[src/logic/sadc_map.vh]
// Notes on behaviour
// RULE1 - four inputs, 10-bit successive approximation result
// RULE2 - fixed mode converts only selected channel
// RULE3 - scan converts channels zero up to select
// RULE4 - reset clears channel select to zero
// RULE5 - start bit begins conversion, sets busy
// RULE6 - single or repeat, fixed or scan
// RULE7 - speed select, reset picks high speed
// RULE8 - single end sets end, clears busy, interrupts
// RULE9 - software masks interrupt during repeat mode
// RULE10 - repeat ends after current conversion completes
// RULE11 - per-channel result, overwritten on each end
// RULE12 - any result read clears end flag
// RULE13 - low byte: two LSBs high, ones below
// RULE14 - high byte holds result bits nine..two
// RULE15 - result registers are read only
// RULE16 - unused analog pins readable as port
// RULE17 - ten decisions, MSB first, speed sets step
// RULE18 - scan advances channel without software help
`ifndef SADC_MAP_VH
`define SADC_MAP_VH

// ----------------------------------------------------------------
// register indices (byte address is four times the index)
// ----------------------------------------------------------------
`define SADC_IDX_CH0_LOW   8'h60
`define SADC_IDX_CH0_HIGH  8'h61
`define SADC_IDX_CH1_LOW   8'h62
`define SADC_IDX_CH1_HIGH  8'h63
`define SADC_IDX_CH2_LOW   8'h64
`define SADC_IDX_CH2_HIGH  8'h65
`define SADC_IDX_CH3_LOW   8'h66
`define SADC_IDX_CH3_HIGH  8'h67
`define SADC_IDX_MODE      8'h68
`define SADC_IDX_PORT      8'h69

// ----------------------------------------------------------------
// mode register fields
// ----------------------------------------------------------------
`define SADC_MODE_CH_LO    0
`define SADC_MODE_CH_HI    1
`define SADC_MODE_SCAN     2
`define SADC_MODE_REPEAT   3
`define SADC_MODE_SPEED    4
`define SADC_MODE_START    5
`define SADC_MODE_BUSY     6
`define SADC_MODE_END      7

// ----------------------------------------------------------------
// reset values and result layout
// ----------------------------------------------------------------
`define SADC_RST_CH        2'b00
`define SADC_RST_SPEED     1'b0
`define SADC_LOW_FILL      6'h3f
`define SADC_RES_MSB       10'h200
`define SADC_RES_LSB       10'h001

// ----------------------------------------------------------------
// step timing in clock cycles per comparator decision
// ----------------------------------------------------------------
`define SADC_STEP_FAST     16
`define SADC_STEP_SLOW     32

`endif

[src/logic/sadc_top.v]
// The Wishbone slave port was chosen for this implementation.
`timescale 1ns/100ps
`include "sadc_map.vh"

module sadc_top #(
  parameter STEP_FAST = `SADC_STEP_FAST,
  parameter STEP_SLOW = `SADC_STEP_SLOW
) (
  // clock and reset
  input  wire        clk_i,
  input  wire        rst_i,
  // wishbone slave
  input  wire        cyc_i,
  input  wire        stb_i,
  input  wire        we_i,
  input  wire [9:0]  adr_i,
  input  wire [3:0]  sel_i,
  input  wire [31:0] dat_i,
  output reg  [31:0] dat_o,
  output reg         ack_o,
  // analog front end
  input  wire        cmp_i,
  input  wire [3:0]  pin_i,
  output reg  [1:0]  ch_sel_o,
  output reg  [9:0]  dac_code_o,
  output reg         sample_o,
  // interrupt request
  output reg         conv_irq_o
);

  // ------------------------------------------------------------
  // states
  // ------------------------------------------------------------
  localparam ST_IDLE   = 3'b001;
  localparam ST_LAUNCH = 3'b010;
  localparam ST_CONV   = 3'b100;

  reg  [2:0]  state;
  reg  [2:0]  next_state;

  // mode register
  reg  [1:0]  channel_select;
  reg         scan_bit;
  reg         repeat_bit;
  reg         speed_select;
  reg         busy_flag;
  reg         end_flag;

  // results and channel
  reg  [9:0]  result [0:3];
  reg  [1:0]  cur_ch;
  reg  [1:0]  next_ch;
  reg         sar_start;

  // synchronisers
  reg         cmp_meta;
  reg         cmp_sync;
  reg  [3:0]  pin_meta;
  reg  [3:0]  pin_sync;

  // sar engine
  wire [9:0]  sar_code;
  wire [9:0]  sar_result;
  wire        sar_done;

  // bus decode
  wire        bus_req;
  wire        bus_wr;
  wire        bus_rd;
  wire [7:0]  idx;
  wire        mode_wr;
  wire        start_req;
  wire        res_read;
  reg  [7:0]  rd_byte;

  // end of sequence decisions
  reg         seq_more;
  reg         seq_again;

  // ------------------------------------------------------------
  // helpers
  // ------------------------------------------------------------
  // channels in analog use for the current configuration
  function [3:0] analog_mask;
    input [1:0] sel;
    input       scan;
    begin
      case (sel)
        2'd0:    analog_mask = scan ? 4'b0001 : 4'b0001;
        2'd1:    analog_mask = scan ? 4'b0011 : 4'b0010;
        2'd2:    analog_mask = scan ? 4'b0111 : 4'b0100;
        default: analog_mask = scan ? 4'b1111 : 4'b1000;
      endcase
    end
  endfunction

  // low result byte: two lsbs on top, ones below
  function [7:0] low_byte;
    input [9:0] res;
    begin
      low_byte = {res[1:0], `SADC_LOW_FILL};
    end
  endfunction

  // high result byte: the eight msbs
  function [7:0] high_byte;
    input [9:0] res;
    begin
      high_byte = res[9:2];
    end
  endfunction

  // ------------------------------------------------------------
  // input synchronisers
  // ------------------------------------------------------------
  always @(posedge clk_i)
  begin
    if (rst_i)
    begin
      cmp_meta <= 1'b0;
      cmp_sync <= 1'b0;
      pin_meta <= 4'h0;
      pin_sync <= 4'h0;
    end
    else
    begin
      cmp_meta <= cmp_i;
      cmp_sync <= cmp_meta;
      pin_meta <= pin_i;
      pin_sync <= pin_meta;
    end
  end

  // ------------------------------------------------------------
  // wishbone decode
  // ------------------------------------------------------------
  assign bus_req = cyc_i && stb_i && !ack_o;
  assign bus_wr = bus_req && we_i && sel_i[0];
  assign bus_rd = bus_req && !we_i;
  assign idx = adr_i[9:2];
  assign mode_wr = bus_wr && (idx == `SADC_IDX_MODE);
  // RULE5 start on write
  assign start_req = mode_wr && dat_i[`SADC_MODE_START]
                     && (state == ST_IDLE);
  // RULE12 result read side effect
  assign res_read = bus_rd && (idx >= `SADC_IDX_CH0_LOW) && (idx <= `SADC_IDX_CH3_HIGH);

  always @*
  begin
    rd_byte = 8'h00;
    case (idx)
      // RULE13 low byte layout
      `SADC_IDX_CH0_LOW:  rd_byte = low_byte(result[0]);
      `SADC_IDX_CH1_LOW:  rd_byte = low_byte(result[1]);
      `SADC_IDX_CH2_LOW:  rd_byte = low_byte(result[2]);
      `SADC_IDX_CH3_LOW:  rd_byte = low_byte(result[3]);
      // RULE14 high byte layout
      `SADC_IDX_CH0_HIGH: rd_byte = high_byte(result[0]);
      `SADC_IDX_CH1_HIGH: rd_byte = high_byte(result[1]);
      `SADC_IDX_CH2_HIGH: rd_byte = high_byte(result[2]);
      `SADC_IDX_CH3_HIGH: rd_byte = high_byte(result[3]);
      `SADC_IDX_MODE:     rd_byte = {end_flag, busy_flag, 1'b0, speed_select,
                                     repeat_bit, scan_bit, channel_select};
      // RULE16 unused pins as port
      `SADC_IDX_PORT:     rd_byte = {4'h0, pin_sync & ~analog_mask(channel_select, scan_bit)};
      default:            rd_byte = 8'h00;
    endcase
  end

  // one wait state, unmapped reads return zero
  always @(posedge clk_i)
  begin
    if (rst_i)
    begin
      ack_o <= 1'b0;
      dat_o <= 32'h0000_0000;
    end
    else
    begin
      ack_o <= bus_req;
      if (bus_rd)
        dat_o <= {24'h00_0000, rd_byte};
    end
  end

  // ------------------------------------------------------------
  // mode register
  // ------------------------------------------------------------
  // RULE15 results take no writes
  always @(posedge clk_i)
  begin
    if (rst_i)
    begin
      // RULE4 channel zero
      channel_select <= `SADC_RST_CH;
      // RULE7 high speed default
      speed_select <= `SADC_RST_SPEED;
      scan_bit <= 1'b0;
      repeat_bit <= 1'b0;
    end
    else if (mode_wr)
    begin
      channel_select <= dat_i[`SADC_MODE_CH_HI:`SADC_MODE_CH_LO];
      scan_bit <= dat_i[`SADC_MODE_SCAN];
      repeat_bit <= dat_i[`SADC_MODE_REPEAT];
      speed_select <= dat_i[`SADC_MODE_SPEED];
    end
  end

  // ------------------------------------------------------------
  // sequence decisions
  // ------------------------------------------------------------
  always @*
  begin
    // RULE3 ascending scan
    seq_more = scan_bit && (cur_ch != channel_select);
    // RULE10 repeat checked at end
    seq_again = repeat_bit;
    next_ch = cur_ch;
    next_state = state;
    case (state)
      ST_IDLE:
      begin
        if (start_req)
        begin
          // RULE2 fixed channel
          next_ch = dat_i[`SADC_MODE_SCAN] ? 2'd0
                    : dat_i[`SADC_MODE_CH_HI:`SADC_MODE_CH_LO];
          next_state = ST_LAUNCH;
        end
      end
      ST_LAUNCH:
        next_state = ST_CONV;
      ST_CONV:
      begin
        if (sar_done)
        begin
          if (seq_more)
          begin
            // RULE18 auto advance
            next_ch = cur_ch + 2'd1;
            next_state = ST_LAUNCH;
          end
          else if (seq_again)
          begin
            // RULE6 repeat restarts
            next_ch = scan_bit ? 2'd0 : channel_select;
            next_state = ST_LAUNCH;
          end
          else
            next_state = ST_IDLE;
        end
      end
      default:
        next_state = ST_IDLE;
    endcase
  end

  // ------------------------------------------------------------
  // sequencer
  // ------------------------------------------------------------
  always @(posedge clk_i)
  begin
    if (rst_i)
    begin
      state <= ST_IDLE;
      cur_ch <= 2'd0;
      sar_start <= 1'b0;
      busy_flag <= 1'b0;
      end_flag <= 1'b0;
      conv_irq_o <= 1'b0;
    end
    else
    begin
      state <= next_state;
      cur_ch <= next_ch;
      sar_start <= (next_state == ST_LAUNCH);
      conv_irq_o <= 1'b0;
      if (start_req)
        // RULE5 busy while converting
        busy_flag <= 1'b1;
      if ((state == ST_CONV) && sar_done && !seq_more && !seq_again)
      begin
        // RULE8 single end
        busy_flag <= 1'b0;
        end_flag <= 1'b1;
        conv_irq_o <= 1'b1;
      end
      else if (res_read)
        end_flag <= 1'b0;
    end
  end

  // ------------------------------------------------------------
  // result storage
  // ------------------------------------------------------------
  always @(posedge clk_i)
  begin
    if (rst_i)
    begin
      result[0] <= 10'h000;
      result[1] <= 10'h000;
      result[2] <= 10'h000;
      result[3] <= 10'h000;
    end
    // RULE11 overwrite per channel
    else if ((state == ST_CONV) && sar_done)
      result[cur_ch] <= sar_result;
  end

  // ------------------------------------------------------------
  // analog front end drive
  // ------------------------------------------------------------
  always @(posedge clk_i)
  begin
    if (rst_i)
    begin
      ch_sel_o <= 2'd0;
      dac_code_o <= 10'h000;
      sample_o <= 1'b0;
    end
    else
    begin
      ch_sel_o <= cur_ch;
      dac_code_o <= sar_code;
      sample_o <= (state == ST_CONV);
    end
  end

  sadc_sar #(
    .STEP_FAST (STEP_FAST),
    .STEP_SLOW (STEP_SLOW)
  ) u_sar (
    .clk_i    (clk_i),
    .rst_i    (rst_i),
    .start_i  (sar_start),
    .speed_i  (speed_select),
    .cmp_i    (cmp_sync),
    .code_o   (sar_code),
    .result_o (sar_result),
    .done_o   (sar_done)
  );

endmodule

[src/logic/sadc_sar.v]
`timescale 1ns/100ps
`include "sadc_map.vh"

module sadc_sar #(
  parameter STEP_FAST = `SADC_STEP_FAST,
  parameter STEP_SLOW = `SADC_STEP_SLOW
) (
  // clock and reset
  input  wire        clk_i,
  input  wire        rst_i,
  // control
  input  wire        start_i,
  input  wire        speed_i,
  input  wire        cmp_i,
  // results
  output reg  [9:0]  code_o,
  output reg  [9:0]  result_o,
  output reg         done_o
);

  reg  [9:0]  mask;
  reg         running;
  reg  [7:0]  step_cnt;
  wire [7:0]  step_last;
  wire        step_tick;
  wire [9:0]  kept;

  // ------------------------------------------------------------
  // step divider
  // ------------------------------------------------------------
  // RULE17 speed sets step
  assign step_last = speed_i ? (STEP_SLOW[7:0] - 8'h01) : (STEP_FAST[7:0] - 8'h01);
  assign step_tick = running && (step_cnt == step_last);

  always @(posedge clk_i)
  begin
    if (rst_i || start_i || step_tick)
      step_cnt <= 8'h00;
    else if (running)
      step_cnt <= step_cnt + 8'h01;
  end

  // ------------------------------------------------------------
  // approximation register
  // ------------------------------------------------------------
  // comparator high means the input lies at or above the trial level
  assign kept = cmp_i ? code_o : (code_o & ~mask);

  always @(posedge clk_i)
  begin
    if (rst_i)
    begin
      code_o   <= 10'h000;
      result_o <= 10'h000;
      mask     <= 10'h000;
      running  <= 1'b0;
      done_o   <= 1'b0;
    end
    else
    begin
      done_o <= 1'b0;
      if (start_i)
      begin
        // RULE17 msb trial first
        code_o  <= `SADC_RES_MSB;
        mask    <= `SADC_RES_MSB;
        running <= 1'b1;
      end
      else if (step_tick)
      begin
        // RULE1 ten bit decisions
        if (mask == `SADC_RES_LSB)
        begin
          code_o   <= kept;
          result_o <= kept;
          running  <= 1'b0;
          done_o   <= 1'b1;
        end
        else
        begin
          code_o <= kept | (mask >> 1);
          mask   <= mask >> 1;
        end
      end
    end
  end

endmodule

[config.mk]
export PLATFORM = sky130hd
export DESIGN_NAME = sadc_top
export DESIGN_NICKNAME = d
export VERILOG_FILES = /design/src/logic/sadc_top.v /design/src/logic/sadc_sar.v
export VERILOG_INCLUDE_DIRS = /design/src /design/src/logic
export SDC_FILE = /design/constraint.sdc
export NUM_CORES = 1
export LEC_CHECK = 0
export BUFFER_PORTS_ARGS = -buffer_cell sky130_fd_sc_hd__buf_2
export CORE_ASPECT_RATIO = 1.2
export CORE_MARGIN = 2
export CORE_UTILIZATION = 47
export DETAILED_ROUTE_END_ITERATION = 10
export PLACE_DENSITY = 0.69
export SLEW_MARGIN = 20
export SYNTH_ARGS = -nofsm -noshare
export SYNTH_HDL_FRONTEND = slang
export SYNTH_HIERARCHICAL = 1
export SYNTH_SLANG_ARGS = --single-unit
[constraint.sdc]
create_clock -name clk_i -period 5.8 [get_ports clk_i]
set_input_delay 0.29 -clock clk_i [delete_from_list [all_inputs] [get_ports clk_i]]
set_output_delay 0.29 -clock clk_i [all_outputs]
set_load 0.005 [all_outputs]
==> summary.txt, run 1 <==
Logic synthesis
  – Predominant post-synthesis flop cell: dfxtp_1
  – Synth Area in Compound Gates: 13.5%
  – Yosys reg bits: 126
  – Synth warn: 6
  – Async SR Flop Fraction: 0%
  – Xor/xnor share of the synthesized area: 1.59%
  – Simple-gate portion of the synthesized area: 19.9%
  – Post-synthesis cell area: 5520 µm²
  – Mapped Avg Cell Area: 9.90 µm²
  – Main combinational cell family by area after synthesis: simple AND/OR/NAND/NOR gates
  – Sequential area share after synthesis: 52.9%
  – Distinct cells, synth: 65
  – Post-Syn Instances: 558
  – Post-synth EDFFs: 40
  – Post-Synth Adder-Cell Area: 0.227%
  – Multiplexer share of the synthesized area: 4.28%

Routing
  – Detailed-route wire length per cell: 15.0 µm
  – Final wirelength: 11.5 mm
  – Drt first pass iters: 4
  – Initial drt markers: 182
  – DR vias/cell: 5.29
  – Total number of vias: 4,051
  – Routed Antenna Nets: 0
  – # DRC: 0

Clock network
  – Register clock-pin slew on the reported worst setup and hold paths: 50 ps
  – Setup Fix Bufs, Post-CTS: 0
  – Post-cts repair resize count: 0
  – Clock latency on the worst-skew pair: 410 ps
  – Clk sinks: 126
  – Root Driver: clkbuf_16
  – CTS tree: built
  – Total CTS buffers: 17
  – H-tree depth: 4
  – Hold buffers post-CTS: 0
  – CTS Buffer Depth: 2

Power
  – Power, Total: 2.03 mW
  – Max VDD drop: 0.174 mV
  – Pleak: 2.45 nW
  – P per Cell Area: 320 nW/µm²

STA
  – Layout Skew: 8.62 ps
  – Tmin final: 2540 ps
  – Setup TNS: 0 ps
  – Max-slew headroom: 28.2%
  – FMAX: 394 MHz
  – RSZ-0062 raised after global routing: no
  – Worst-Margin Slew: 1070 ps
  – Final Hold Fails: 0
  – Tcrit/Tclk final: 43.7%
  – Final Max Slew Viols: 0
  – Final setup viols: 0

Global route
  – First-pass GRT wire length: 18.5 mm
  – Initial antenna violation count: 0
  – Vias in the first global route: 3,855
  – Grt total ovfl: 0
  – All-Layer GR Usage: 19.3%
  – Largest net degree at the start of global routing: 62

Setup path
  – Critical Path Sink Type: flop
  – CP startpoint: state[2]
  – Kind of critical path: flop to flop
  – WP data required: 5820 ps
  – R2R Path Start: state[2]
  – Critical path fanouts, max: 10
  – Critical path startpoint category: flop
  – Crit path DAT: 2560 ps

Die
  – Die H: 123 µm
  – Width of the die: 103 µm
  – DIE AREA: 12,600 µm²
  – Io pins: 103
  – Row cnt: 43
  – Core Area: 11,500 µm²
  – Initial Util: 48.0%

Flow run
  – Max Cap Viol: 0

Layout
  – Fin cells: 766
  – Layout Utilization: 55.1%
  – Commonest non-fill, non-tap cells in the layout: dfxtp_1 (86), nor2_1 (56), buf_2 (47)
  – N_diodes: 0
  – Layout Nets: 653
  – Most common cell after layout, fill and taps aside: dfxtp_1
  – P&R area growth vs syn: 14.8%
  – Layout cell share with drive strength beyond 1: 16.1%

Placement
  – Routability cong.: 0.874
  – Placed Cells: 734
  – Hpwl dp: 8.02 mm
  – IO Port Bufs: 47

Hold path
  – Hold Crit Start: pin_i[3]
  – HP Class: primary input to flop

Run status
  – Status: completed
-- cell type report --
type | count | area (µm²)
Clock inverter | 10 | 109
Tap cell | 157 | 196
Fill cell | 1041 | 5170
Multi-Input combinational cell | 378 | 2290
Timing Repair Buffer | 49 | 250
Inverter | 24 | 90.1
Clock buffer | 22 | 484
Sequential cell | 126 | 2920
-- sequential cells by signal (all words and copies together) (netlist names), 2 cells and up --
name,cells
state,3
ch_sel_o,2
u_sar/mask,10
channel_select,2
dat_o,8
pin_meta,4
result,40
cur_ch,2
pin_sync,4
u_sar/code_o,10
dac_code_o,10
u_sar/step_cnt,8
u_sar/result_o,10
-- synth_stat cells (all sizes together), types with 2 or more instances --
library cell / count / share of area (%)
nand3b: 2 / 0.27
nand3: 14 / 1.3
buf: 37 / 4.8
xor2: 4 / 0.63
a31oi: 4 / 0.45
nor3b: 3 / 0.50
a21boi: 2 / 0.27
a31o: 2 / 0.32
a2bb2oi: 4 / 0.63
nand4: 9 / 1.0
or3: 3 / 0.43
nor2: 56 / 3.8
mux2: 3 / 0.61
a211oi: 3 / 0.41
a222oi: 2 / 0.36
or2: 2 / 0.23
nor3: 9 / 0.82
and2: 13 / 1.5
mux2i: 15 / 2.7
edfxtp: 40 / 22
nand2: 47 / 3.3
dfxtp: 86 / 31
o21ai: 30 / 2.7
a221oi: 5 / 0.91
nor4: 4 / 0.72
nand2b: 13 / 1.5
o311ai: 5 / 1.1
nor2b: 27 / 3.1
a32oi: 2 / 0.32
o31ai: 3 / 0.41
inv: 24 / 1.6
o2111ai: 8 / 1.3
a21oi: 35 / 3.2
clkbuf: 16 / 1.1
mux4: 2 / 0.95
xnor2: 6 / 0.95
-- routing by layer --
| layer | vias to the layer above | GRT usage [%] | wire length [µm] | share of wire, % |
|---|---|---|---|---|
| met5 | - | 0 | 0 | 0 |
| met4 | 0 | 9.21 | 276 | 2.4 |
| met3 | 25 | 5.81 | 544 | 4.7 |
| met2 | 104 | 32.5 | 5890 | 51 |
| met1 | 1917 | 22.3 | 4800 | 42 |
| li1 | 2005 | - | - | - |
-- final timing paths --
check | end | slack [ps] | cells past startpoint
worst max-delay path | result[0][7] | 3260 | 3
worst min-delay path | pin_meta[3] | 90 | 2
worst min register to register | pin_sync[1] | 440 | 1
worst max register to register | result[0][7] | 3260 | 3
-- metrics by stage --
stage	worst slack, ps	area (µm²)	hold WS, ps
after global routing	3120	6340	90.0
final	3260	6340	93.1
after detailed placement	3260	5740	438
after CTS	3240	6330	79.7
after floorplan	3620	5610	359
after global placement	3360	5740	418
-- worst max-delay path, cell delays in order, from the launching register on --
cell,delay [ps]
dfxtp_1,400
nor3b_2,510
nand2_1,330
o21ai_1,910
-- power by group --
| group | internal, mW | switching, mW | leakage [nW] | total [mW] |
|---|---|---|---|---|
| combinational | 0.0217 | 0.0436 | 1.03 | 0.0653 |
| sequential | 0.919 | 0.00439 | 1.12 | 0.924 |
| clock | 0.675 | 0.367 | 0.297 | 1.04 |
-- kinds of logic (layout without fill, tap and decap cells) --
| family | after synthesis | count (layout) |
|---|---|---|
| and+or+nand+nor | 210 | 210 |
| adders and majority gates | 1 | 1 |
| other | 1 | 24 |
| muxes | 20 | 20 |
| buffers and inverters | 77 | 105 |
| AOI/OAI and AO/OA | 113 | 113 |
| xor gates and xnor gates | 10 | 10 |
| DFF | 126 | 126 |
Note: power is estimated with default switching activity, not from simulation.
==> run 2: changes to the inputs <==
--- a/config.mk
+++ b/config.mk
@@ -11,7 +11,7 @@
 export CORE_MARGIN = 2
 export CORE_UTILIZATION = 47
 export DETAILED_ROUTE_END_ITERATION = 10
-export PLACE_DENSITY = 0.69
+export PLACE_DENSITY = 0.72
 export SLEW_MARGIN = 20
 export SYNTH_ARGS = -nofsm -noshare
 export SYNTH_HDL_FRONTEND = slang
==> constraint.sdc (replaced) <==
create_clock -name clk_i -period 2.05 [get_ports clk_i]
set_input_delay 0.1025 -clock clk_i [delete_from_list [all_inputs] [get_ports clk_i]]
set_output_delay 0.1025 -clock clk_i [all_outputs]
set_load 0.005 [all_outputs]
==> summary.txt, run 2 (synthesis gave the netlist of run 1 again) <==
Run status
  – Status: completed

Placement
  – Post-DP Area: 5910 µm² (+3.0%)
  – Routability cong.: 0.877 (+0.33%)
  – IO Port Bufs: 47 (unchanged)
  – Hpwl dp: 8.45 mm (+5.4%)

Routing
  – Initial drt markers: 236 (+30%)
  – Routed Antenna Nets: 0 (unchanged)
  – Final wirelength: 12.2 mm (+5.9%)
  – DR vias/cell: 5.41 (+2.3%)
  – # DRC: 0 (unchanged)
  – Drt first pass iters: 5 (+1)
  – Detailed-route wire length per cell: 15.3 µm (+1.8%)
  – Total number of vias: 4,310 (+6.4%)

Global route
  – Initial antenna violation count: 0 (unchanged)
  – Largest net degree at the start of global routing: 28 (-55%)
  – Vias in the first global route: 4,247 (+10%)
  – Grt total ovfl: 0 (unchanged)
  – All-Layer GR Usage: 20.7% (+1.3 points)
  – First-pass GRT wire length: 20.0 mm (+8.0%)

STA
  – Final setup viols: 0 (unchanged)
  – Final Max Slew Viols: 0 (unchanged)
  – Max-slew headroom: 60.1% (+32 points)
  – FMAX: 509 MHz (+29%)
  – Worst-Margin Slew: 598 ps (-472 ps)
  – Setup TNS: 0 ps (unchanged)
  – Final Hold Fails: 0 (unchanged)
  – RSZ-0062 raised after global routing: no
  – Worst hold slack: 53.7 ps (-39.4 ps)
  – Tcrit/Tclk final: 95.7% (+52 points)
  – Tmin final: 1960 ps (-574 ps)
  – Layout Skew: 9.48 ps (+0.863 ps)

Die
  – Core Area: 11,500 µm² (unchanged)
  – Width of the die: 103 µm (unchanged)
  – Initial Util: 48.0% (unchanged)
  – DIE AREA: 12,600 µm² (unchanged)
  – Io pins: 103 (unchanged)
  – Row cnt: 43 (unchanged)
  – Die H: 123 µm (unchanged)

Clock network
  – Register clock-pin slew on the reported worst setup and hold paths: 60 ps (about the same)
  – CTS tree: built
  – H-tree depth: 4 (unchanged)
  – Total CTS buffers: 17 (unchanged)
  – Clk sinks: 126 (unchanged)
  – Root Driver: clkbuf_16
  – CTS Buffer Depth: 2 (unchanged)
  – Clock latency on the worst-skew pair: 410 ps (about the same)

Setup path
  – Critical path startpoint category: flop
  – Critical Path Sink Type: flop
  – Kind of critical path: flop to flop
  – CP startpoint: u_sar/step_cnt[5]
  – Crit path DAT: 2250 ps (-310 ps)
  – WP data required: 2340 ps (-3480 ps)
  – Reg2Reg Depth: 5 (+2)
  – Worst r2r dst: u_sar/code_o[1]
  – Crit path to: u_sar/code_o[1]
  – Critical path fanouts, max: 14 (+4)
  – R2R Path Start: u_sar/step_cnt[5]
  – R2r setup slk: 90 ps (-3180 ps)

Layout
  – Design area: 6610 µm² (+4.3%)
  – N_diodes: 0 (unchanged)
  – Layout Nets: 685 (+4.9%)
  – Commonest non-fill, non-tap cells in the layout: dfxtp_1 (86), nor2_1 (55), buf_2 (47)
  – Flip-flop count of the largest register after layout: 40 (unchanged)
  – P&R area growth vs syn: 19.7%
  – Layout cell share with drive strength beyond 1: 18.4% (+2.3 points)
  – Biggest register: result
  – Layout Utilization: 57.4% (+2.3 points)
  – Most common cell after layout, fill and taps aside: dfxtp_1

Flow run
  – Max Cap Viol: 0 (unchanged)

Hold path
  – HP Class: primary input to flop
  – Hold Crit Start: we_i

Power
  – Pleak: 2.60 nW (+6.1%)
  – Max VDD drop: 0.443 mV (+150%)
  – P per Cell Area: 873 nW/µm² (+170%)
run 2: changes by cell type in the layout (fill, tap and decap cells not counted), sizes merged:
| cell | previous run | this run |
|---|---|---|
| clkinv | 5 | 2 |
| bufinv | 2 | 1 |
| dlygate4sd3 | 0 | 10 |
| inv | 26 | 24 |
| clkbuf | 22 | 27 |
| buf | 49 | 71 |
run 2: through the flow:
stage / power (mW) / setup WS [ps] / std cells
after floorplan: 2.82 / -77.5 / 581
after global placement: 2.86 / 127 / 756
after detailed placement: 2.86 / 70.3 / 756
after CTS: 5.80 / 37.5 / 797
after global routing: 5.95 / 7.75 / 797
final: 5.77 / 87.2 / 797
run 2: worst min path at each step:
stage	to	depth (start not counted)	slack (ps)
after floorplan	u_sar/result_o[9]	1	170
after global placement	cmp_meta	2	310
final	dat_o[5]	4	50
after detailed placement	cmp_meta	2	320
after CTS	dat_o[5]	4	40
after global routing	dat_o[5]	4	60
run 2: cell type report:
type                    instances  area, µm²
inverters                      24       90.1
multi-input cells             378       2290
repair buffers                 81        515
well taps                     157        196
clock buffers                  27        546
flip-flops and latches        126       2920
clock inverters                 4       47.5
fillers                      1013       4900
run 2: worst max-delay path, stage by stage (launching register included):
cell and delay (ps):
dfxtp_1 340, or3_4 410, or3_1 560, buf_4 250, o21ai_0 180, a21oi_1 100
run 2: timing repair:
action                                 4_1_cts  5_1_grt
resized for setup                            0        3
endpoints found under the hold margin       10        0
setup buffers                                0        0
setup endpoints to repair                    0       83
hold buffers                                10        0
run 2: report_power, final:
part | total, mW | switching [mW] | leakage (nW) | internal, mW
clock | 2.94 | 1.01 | 0.290 | 1.93
combinational | 0.220 | 0.134 | 1.19 | 0.0860
sequential | 2.61 | 0.00868 | 1.12 | 2.60
total | 5.77 | 1.15 | 2.60 | 4.62
run 2: per-layer routing:
layer	up-vias	global-route usage, %	wire length [µm]
met3	17	5.92	635
met1	2079	22.4	4840
met5	-	0	0
met4	0	9.79	207
met2	152	36.6	6500
li1	2062	-	-
